`src/hdl/pcdc_pkg.sv`:
```
// constants, types and helpers for the device control upper register bank
`default_nettype none
package pcdc_pkg;
    // register bus geometry
    localparam int unsigned ADDR_W = 4;
    localparam int unsigned DATA_W = 32;
    localparam int unsigned BE_W = 4;
    // byte offsets
    localparam logic [3:0] OFF_CTRL = 4'h0;
    localparam logic [3:0] OFF_STAT = 4'h4;
    // control word field positions
    localparam int unsigned RLXO_BIT = 4;
    localparam int unsigned MPS_LSB = 5;
    localparam int unsigned MPS_MSB = 7;
    localparam int unsigned XTAG_BIT = 8;
    localparam int unsigned PHFN_BIT = 9;
    localparam int unsigned AUXP_BIT = 10;
    localparam int unsigned NSNP_BIT = 11;
    localparam int unsigned MRRS_LSB = 12;
    localparam int unsigned MRRS_MSB = 14;
    localparam int unsigned RSVD_BIT = 15;
    // status word field positions
    localparam int unsigned CAP_LSB = 0;
    localparam int unsigned CAP_MSB = 2;
    localparam int unsigned CLMP_BIT = 8;
    // byte lanes that carry the writable fields
    localparam int unsigned MPS_LANE = 0;
    localparam int unsigned AUXP_LANE = 1;
    localparam int unsigned CLMP_LANE = 1;
    // reset and fixed values
    localparam logic [2:0] MPS_RST = 3'h0;
    localparam logic AUXP_RST = 1'h0;
    localparam logic CLMP_RST = 1'h0;
    localparam logic FIXED_ZERO = 1'h0;
    localparam logic [2:0] MRRS_VAL = 3'h0;
    localparam logic [31:0] WORD_ZERO = 32'h0;
    // avalon response codes
    localparam logic [1:0] RESP_OKAY = 2'h0;
    localparam logic [1:0] RESP_DECERR = 2'h3;

    typedef enum {
        PCDC_IDLE,
        PCDC_ANSWER
    } pcdc_bus_e;

    typedef struct packed {
        logic [3:0] address;
        logic read;
        logic write;
        logic [31:0] writedata;
        logic [3:0] byteenable;
    } pcdc_req_s;

    typedef struct packed {
        logic [31:0] readdata;
        logic [1:0] response;
    } pcdc_rsp_s;

    // word-aligned address match
    function automatic logic pcdc_hit(input logic [3:0] addr, input logic [3:0] off);
        return addr[3:2] == off[3:2];
    endfunction
endpackage
`default_nettype wire

```
`src/hdl/pcdc_device_control.sv`:
```
// device control upper bits of a switch port, behind an avalon-mm slave
// What this block does
// - relaxed ordering enable, bit 4, is read-only zero, reset 0.
// - bits 7:5 hold a read-write max payload size code, reset 000b.
// - a written payload code above the supported maximum stores that maximum.
// - extended tag bit 8 and phantom function bit 9 read zero, reset 0.
// - bit 10 is sticky read-write aux power enable, reset 0.
// - no snoop enable, bit 11, is read-only zero, reset 0.
// - max read request size, bits 14:12, hardwired read-only 000b.
//
// The placing of the registers and register access over Avalon-MM are this design's own decisions.
`default_nettype none
module pcdc_device_control (
    // clock and resets
    input wire logic clock,
    input wire logic rstn,
    input wire logic por_rstn,
    // avalon-mm slave
    input wire logic [3:0] address,
    input wire logic read,
    input wire logic write,
    input wire logic [31:0] writedata,
    input wire logic [3:0] byteenable,
    output logic [31:0] readdata,
    output logic [1:0] response,
    output logic waitrequest,
    // supported payload limit from the capability register
    input wire logic [2:0] mps_supported,
    // settings to the port logic
    output logic [2:0] mps_setting,
    output logic aux_pwr_en
);
    pcdc_pkg::pcdc_req_s req;
    pcdc_pkg::pcdc_rsp_s rsp_q;
    pcdc_pkg::pcdc_rsp_s rsp_d;
    pcdc_pkg::pcdc_bus_e state_q;
    pcdc_pkg::pcdc_bus_e state_d;
    logic wait_q;
    logic wait_d;
    logic [2:0] mps_q;
    logic [2:0] mps_d;
    logic clamp_q;
    logic clamp_d;
    logic [2:0] mps_eff;
    logic mps_over;
    logic aux_q;
    logic hit_ctrl;
    logic hit_stat;
    logic commit;
    logic wr_mps;
    logic wr_aux;
    logic clr_clamp;
    logic [31:0] ctrl_word;
    logic [31:0] stat_word;

    always_comb begin
        req.address = address;
        req.read = read;
        req.write = write;
        req.writedata = writedata;
        req.byteenable = byteenable;
    end

    always_comb begin
        hit_ctrl = pcdc_pkg::pcdc_hit(req.address, pcdc_pkg::OFF_CTRL);
        hit_stat = pcdc_pkg::pcdc_hit(req.address, pcdc_pkg::OFF_STAT);
    end

    pcdc_mps_clamp u_clamp (
        .req_code(req.writedata[pcdc_pkg::MPS_MSB:pcdc_pkg::MPS_LSB]),
        .cap_code(mps_supported),
        .eff_code(mps_eff),
        .clamped(mps_over)
    );

    // control word as software sees it; only two fields are live
    always_comb begin
        ctrl_word = pcdc_pkg::WORD_ZERO;
        ctrl_word[pcdc_pkg::RLXO_BIT] = pcdc_pkg::FIXED_ZERO;
        ctrl_word[pcdc_pkg::MPS_MSB:pcdc_pkg::MPS_LSB] = mps_q;
        ctrl_word[pcdc_pkg::XTAG_BIT] = pcdc_pkg::FIXED_ZERO;
        ctrl_word[pcdc_pkg::PHFN_BIT] = pcdc_pkg::FIXED_ZERO;
        ctrl_word[pcdc_pkg::AUXP_BIT] = aux_q;
        ctrl_word[pcdc_pkg::NSNP_BIT] = pcdc_pkg::FIXED_ZERO;
        ctrl_word[pcdc_pkg::MRRS_MSB:pcdc_pkg::MRRS_LSB] = pcdc_pkg::MRRS_VAL;
        ctrl_word[pcdc_pkg::RSVD_BIT] = pcdc_pkg::FIXED_ZERO;
    end

    always_comb begin
        stat_word = pcdc_pkg::WORD_ZERO;
        stat_word[pcdc_pkg::CAP_MSB:pcdc_pkg::CAP_LSB] = mps_supported;
        stat_word[pcdc_pkg::CLMP_BIT] = clamp_q;
    end

    // bus sequencer: one wait cycle per request, answer on the second
    always_comb begin
        state_d = state_q;
        wait_d = wait_q;
        rsp_d = rsp_q;
        commit = 1'b0;
        case (state_q)
            pcdc_pkg::PCDC_IDLE: begin
                if (req.read || req.write) begin
                    state_d = pcdc_pkg::PCDC_ANSWER;
                    wait_d = 1'b0;
                    rsp_d.response = pcdc_pkg::RESP_OKAY;
                    if (req.read && hit_ctrl) begin
                        rsp_d.readdata = ctrl_word;
                    end else if (req.read && hit_stat) begin
                        rsp_d.readdata = stat_word;
                    end else begin
                        rsp_d.readdata = pcdc_pkg::WORD_ZERO;
                    end
                    if (!hit_ctrl && !hit_stat) begin
                        rsp_d.response = pcdc_pkg::RESP_DECERR;
                    end
                end
            end
            pcdc_pkg::PCDC_ANSWER: begin
                // the master samples waitrequest low at this edge
                commit = req.write;
                state_d = pcdc_pkg::PCDC_IDLE;
                wait_d = 1'b1;
            end
            default: begin
                state_d = pcdc_pkg::PCDC_IDLE;
                wait_d = 1'b1;
            end
        endcase
    end

    always_ff @(posedge clock or negedge rstn) begin
        if (!rstn) begin
            state_q <= pcdc_pkg::PCDC_IDLE;
            wait_q <= 1'b1;
            rsp_q <= '0;
        end else begin
            state_q <= state_d;
            wait_q <= wait_d;
            rsp_q <= rsp_d;
        end
    end

    // write strobes; fixed and reserved bits have no storage at all
    always_comb begin
        wr_mps = commit && hit_ctrl && req.byteenable[pcdc_pkg::MPS_LANE];
        wr_aux = commit && hit_ctrl && req.byteenable[pcdc_pkg::AUXP_LANE];
        clr_clamp = commit && hit_stat && req.byteenable[pcdc_pkg::CLMP_LANE]
            && req.writedata[pcdc_pkg::CLMP_BIT];
    end

    always_comb begin
        mps_d = wr_mps ? mps_eff : mps_q;
        // a new clamp in the clearing cycle keeps the flag set
        clamp_d = (wr_mps && mps_over) || (clamp_q && !clr_clamp);
    end

    always_ff @(posedge clock or negedge rstn) begin
        if (!rstn) begin
            mps_q <= pcdc_pkg::MPS_RST;
            clamp_q <= pcdc_pkg::CLMP_RST;
        end else begin
            mps_q <= mps_d;
            clamp_q <= clamp_d;
        end
    end

    pcdc_sticky_bit u_aux (
        .clock(clock),
        .por_rstn(por_rstn),
        .wr_en(wr_aux),
        .wr_val(req.writedata[pcdc_pkg::AUXP_BIT]),
        .q(aux_q)
    );

    assign readdata = rsp_q.readdata;
    assign response = rsp_q.response;
    assign waitrequest = wait_q;
    assign mps_setting = mps_q;
    assign aux_pwr_en = aux_q;
endmodule
`default_nettype wire

```
`src/hdl/pcdc_mps_clamp.sv`:
```
// payload size code limiter against the advertised supported maximum
`default_nettype none
module pcdc_mps_clamp (
    // requested and supported codes
    input wire logic [2:0] req_code,
    input wire logic [2:0] cap_code,
    // stored code and clamp indication
    output logic [2:0] eff_code,
    output logic clamped
);
    always_comb begin
        clamped = req_code > cap_code;
        eff_code = clamped ? cap_code : req_code;
    end
endmodule
`default_nettype wire

```
`src/hdl/pcdc_sticky_bit.sv`:
```
// one sticky read-write bit, cleared only by the power-on reset
`default_nettype none
module pcdc_sticky_bit (
    // clock and power-on reset
    input wire logic clock,
    input wire logic por_rstn,
    // write port
    input wire logic wr_en,
    input wire logic wr_val,
    // stored value
    output logic q
);
    logic q_q;
    logic q_d;

    always_comb begin
        q_d = wr_en ? wr_val : q_q;
    end

    // ordinary reset is not wired here so the bit survives it
    always_ff @(posedge clock or negedge por_rstn) begin
        if (!por_rstn) begin
            q_q <= pcdc_pkg::AUXP_RST;
        end else begin
            q_q <= q_d;
        end
    end

    assign q = q_q;
endmodule
`default_nettype wire

```
`config.mk`:
```
export PLATFORM = sky130hd
export DESIGN_NAME = pcdc_device_control
export DESIGN_NICKNAME = d
export VERILOG_FILES = /design/src/hdl/pcdc_pkg.sv /design/src/hdl/pcdc_device_control.sv /design/src/hdl/pcdc_mps_clamp.sv /design/src/hdl/pcdc_sticky_bit.sv
export SDC_FILE = /design/constraint.sdc
export NUM_CORES = 1
export LEC_CHECK = 0
export BUFFER_PORTS_ARGS = -buffer_cell sky130_fd_sc_hd__buf_2
export CAP_MARGIN = 20
export CORE_UTILIZATION = 36
export DETAILED_ROUTE_END_ITERATION = 10
export PLACE_DENSITY = 0.78
export SLEW_MARGIN = 20
export SYNTH_ARGS = -nofsm -noshare
export SYNTH_HDL_FRONTEND = slang
export SYNTH_SLANG_ARGS = --single-unit
```
`constraint.sdc`:
```
create_clock -name clock -period 1.4 [get_ports clock]
set_input_delay 0.14 -clock clock [delete_from_list [all_inputs] [get_ports clock]]
set_output_delay 0.14 -clock clock [all_outputs]
set_load 0.1 [all_outputs]
```
## After elaboration in Yosys (flattened, before gate mapping)

Cells that the tools add are included.

- Register bits: 72
- Logic and storage cells: 39
- Bits of input ports: 48
- Output and inout port bits: 39

- Reduce and logical (&&, ||, !) cells: 19
- Order comparisons: 1
- Mux-type cells: 9
- Equal/unequal tests: 3

Operators by type and width:

| kind | count |
|---|---|
| $mux 32 | 2 |
| $eq 32x1->1 const B | 1 |
| $logic_not 32->1 | 1 |
| $logic_and 1x1->1 | 11 |
| $mux 11 | 1 |
| $mux 9 | 1 |
| $gt 3x3->1 | 1 |
| $logic_not 1->1 | 3 |
| $mux 1 | 3 |
| $mux 3 | 1 |
| $eq 2x1->1 const B | 1 |
| $logic_not 2->1 | 1 |
| $logic_or 1x1->1 | 2 |
| $mux 2 | 1 |
| $ne 2x2->1 const B | 1 |
| $reduce_and 2->1 | 1 |

## Longest topological paths before layout

- Depth in word-level cells: 8
- Mapped depth: 6
- Gate-level depth less buffers: 6

## Modules after synthesis

A second synthesis with hierarchy kept.

- Cell total of the unflattened synthesis: 82
- Area total of the unflattened synthesis: 967.2 sq um

By module, submodules not included:

| module | cells each | instances | area an instance (sq um) |
|---|---|---|---|
| pcdc_device_control | 67 | 1 | 814.5 |
| pcdc_mps_clamp | 13 | 1 | 112.6 |
| pcdc_sticky_bit | 2 | 1 | 40.0 |

## Worst setup path after synthesis

No wires, ideal clock.

- Path kind: register to output
- Start: register response[0] (netlist name)
- End: output port response[1]
- Cell stages (with the launch flop): 2
- Arrival time: 1.340 ns
- Slack: -0.080 ns
- Required time: 1.260 ns
- Cells stage by stage: dfrtp_1 > buf_4

RTL lines:

| element | RTL line | RTL |
|---|---|---|
| end, declared | pcdc_device_control.sv:25 | `output logic [1:0] response,` |

## Worst setup path in the final report

- Start: register state_q[0]
- End: register mps_q[2], in the netlist mps_setting[2]

- Longest elaborated chain between the ends: 4

Ends and longest elaborated chain:

| element | RTL line | RTL |
|---|---|---|
| start, declared | pcdc_device_control.sv:36 | `pcdc_pkg::pcdc_bus_e state_q;` |
| start signal, assigned | pcdc_device_control.sv:134 | `state_q <= pcdc_pkg::PCDC_IDLE;` |
| start signal, assigned | pcdc_device_control.sv:138 | `state_q <= state_d;` |
| $eq 32x1->1 | pcdc_device_control.sv:101 | `case (state_q)` |
| $mux 1 | pcdc_device_control.sv:101 |  |
| $logic_and 1x1->1 (2 in series) | pcdc_device_control.sv:146 | `wr_mps = commit && hit_ctrl && req.byteenable[pcdc_pkg::MPS_LANE];` |
| end signal, assigned | pcdc_device_control.sv:160 | `mps_q <= pcdc_pkg::MPS_RST;` |
| end signal, assigned | pcdc_device_control.sv:163 | `mps_q <= mps_d;` |
| end, declared | pcdc_device_control.sv:40 | `logic [2:0] mps_q;` |

No other way between the ends.
A chain may end at the register's enable or synchronous reset.

==> impl_metrics.json <==
{
  "status": "complete, no violations",
  "holdCritPathClass": "primary input to flip-flop",
  "dp_hpwl_mm": 1.488,
  "root_buffer": "clkbuf_4",
  "wl_per_cell_um": 11.38,
  "rsz0062_at_grt": "no",
  "clkTransAtPathRegs_ps": 90,
  "power.density_mw_per_mm2": 1732,
  "comb_power_share": 0.539,
  "yosys_warnings": 0,
  "drv_slew": 0,
  "start_util": 0.3803,
  "vias_per_cell": 4.679,
  "drt-initial-drc-count": 21,
  "n_antenna_cell": 0,
  "slowest_delay_ps": 540,
  "swShare": 0.5702,
  "vdd_ir_drop_max_uv": 919.5,
  "final_cell_mix": "buf_2, conb_1, dfrtp_1",
  "netlist_area_um2": 942.2,
  "ys.flop_type": "dfrtp_1",
  "reg2reg_slack_ps": 80,
  "final_util": 0.4520,
  "worstPathRequired_ps": 1620,
  "final_common_cell": "buf_2",
  "cts_made_buffers": 3,
  "overflow": 0,
  "finalHoldWorstSlack_ps": 88.78,
  "clock_sinks": 16,
  "area_growth_pct": 18.86,
  "synth-async-reset-ratio": 1.000,
  "first_global_vias": 633,
  "endpoint_kind": "flip-flop",
  "n_fill_cell": 240,
  "pwr-share-clk": 0.154,
  "p_leak_nw": 0.6166,
  "synth_cell_type_count": 25,
  "drt-pass1-iter-count": 4,
  "via_count": 744,
  "finClkSkew_ps": 1.739,
  "ant_nets": 0,
  "cts_setup_buffers": 0,
  "holdCritStartpoint": "mps_supported[2]",
  "worstPathArrival_ps": 1540,
  "post-route-drc-count": 0,
  "grt_antenna_before_repair": 0,
  "timing.fmax_mhz": 759.5,
  "ys_ff_latch": 16,
  "hold_depth": 2,
  "fin_crit_ps": 1317,
  "cts_buffer_depth": 2,
  "start_kind": "flip-flop",
  "seq_area_frac_synth": 0.4263,
  "crit_chain": "nand4_4 -> or4_1 -> nand3_1",
  "p_sw_mw": 1.106,
  "r2r_cells": 3,
  "globalplace.congestion": 0.7329,
  "fp.coreArea_mm2": 0.002477,
  "stdcell_count": 159,
  "cap_violations": 0,
  "cts_tree": "done",
  "p_int_mw": 0.8338,
  "criticalPathCategory": "flip-flop to flip-flop",
  "crit_fanout": 7,
  "drive_gt1_frac": 0.3488,
  "cp_slowest_cell": "or4_1",
  "htree_levels": 1,
  "rows": 18,
  "gr-usage-all-layers": 0.1380,
  "wirelength_mm": 1.810,
  "dpl_cell_area_mm2": 0.001057,
  "clock_latency_ps": 280,
  "p_seq_frac": 0.307,
  "design_area_mm2": 0.001120,
  "syn_avg_cell_area_um2": 10.35,
  "port_buffers": 31,
  "die_area_mm2": 0.002825,
  "syn_inst": 91,
  "setup_violations": 0,
  "fin_nets": 181,
  "die_w_um": 53.16,
  "r2r_end": "mps_setting[2]",
  "ioPinCount": 87,
  "synth_edf_count": 0,
  "dieHeight_um": 53.16,
  "r2r-start": "state_q[0]",
  "grt_max_degree": 16,
  "hold_violations": 0,
  "grt_first_pass_wirelength_mm": 2.766,
  "fin_crit_sh": 0.9404,
  "dpl.cell_count": 153,
  "hold_end": "readdata[2]"
}
## logic make-up after synthesis
kind of cell,count (synthesis),share of synthesized area
compound gates,16,0.1328
buf+inv,31,0.2231
fa+ha+maj,3,0.03984
mux,1,0.01195
other cells,1,0.003980
simple gates,23,0.1620
flops,16,0.4263
## power by group through the flow
stage / Combinational [mW] / Clock, mW / Sequential, mW
final: 1.05 / 0.299 / 0.595
after global routing: 1.09 / 0.327 / 0.605
after CTS: 1.04 / 0.311 / 0.597
after detailed placement: 1.04 / 0 / 0.606
after global placement: 1.03 / 0 / 0.603
after floorplan: 0.482 / 0 / 1.06
## sequential cells by signal, indices dropped and copies added, names as in the netlist
| register | count |
|---|---|
| clamp_q | 1 |
| mps_setting | 3 |
| readdata | 8 |
| response | 1 |
| state_q | 1 |
| u_aux.q | 1 |
| waitrequest | 1 |
## stage by stage
| step | power [mW] | setup TNS, ps | worst slack [ps] |
|---|---|---|---|
| 6_report | 1.940 | 0 | 83.42 |
| 5_1_grt | 2.022 | 0 | 21.20 |
| 4_1_cts | 1.952 | 0 | 11.79 |
| 3_5_place_dp | 1.645 | -69.20 | -36.22 |
| 3_3_place_gp | 1.633 | 0 | 9.578 |
| 2_1_floorplan | 1.543 | 0 | 130.0 |
## worst max-delay path, delay by kind of cell, from the launching register on
kind | cells | cell delay (ps)
DFF | 1 | 480
and+or+nand+nor | 3 | 780
## cell type report
type	instances	area, um2	area share
Multi-Input combinational cell	67	420.4	0.3754
Clock buffer	4	36.28	0.03240
Tap cell	30	37.54	0.03352
Sequential cell	16	402.9	0.3598
Timing Repair Buffer	36	200.2	0.1788
Inverter	6	22.52	0.02011
## layer usage
| layer | routed length [um] | share of wire | vias to the layer above | global-route usage |
|---|---|---|---|---|
| met4 | 4 | 0.0022 | 0 | 0.06579 |
| met1 | 758 | 0.42 | 347 | 0.1605 |
| li1 | - | - | 354 | - |
| met2 | 881 | 0.49 | 41 | 0.2447 |
| met5 | 0 | 0 | - | 0 |
| met3 | 165 | 0.091 | 2 | 0.02011 |
## worst max path at each step
| stage | from | to | cells past startpoint |
|---|---|---|---|
| after floorplan | mps_supported[1] | mps_setting[0] | 5 |
| after global placement | mps_supported[1] | mps_setting[2] | 7 |
| after detailed placement | mps_supported[1] | mps_setting[2] | 7 |
| after CTS | waitrequest | waitrequest | 1 |
| after global routing | state_q[0] | mps_setting[0] | 3 |
| final | state_q[0] | mps_setting[2] | 3 |
## cell usage after synthesis (all sizes together) (2+ instances only)
cell / n / area [um2]
buf: 25 / 187.7
ha: 3 / 37.54
dfrtp: 15 / 375.4
nand2: 6 / 22.52
inv: 6 / 22.52
o211ai: 3 / 22.52
nor2: 3 / 18.77
nand3: 5 / 25.02
a22o: 8 / 70.07
o21ai: 2 / 10.00
or4: 3 / 22.52
## what timing repair did
item,CTS,global route
resized for setup,0,2
hold buffers,2,0
endpoints found under the setup margin,0,2
hold endpoints to repair,15,0
Power figures use the tool's default switching activity.
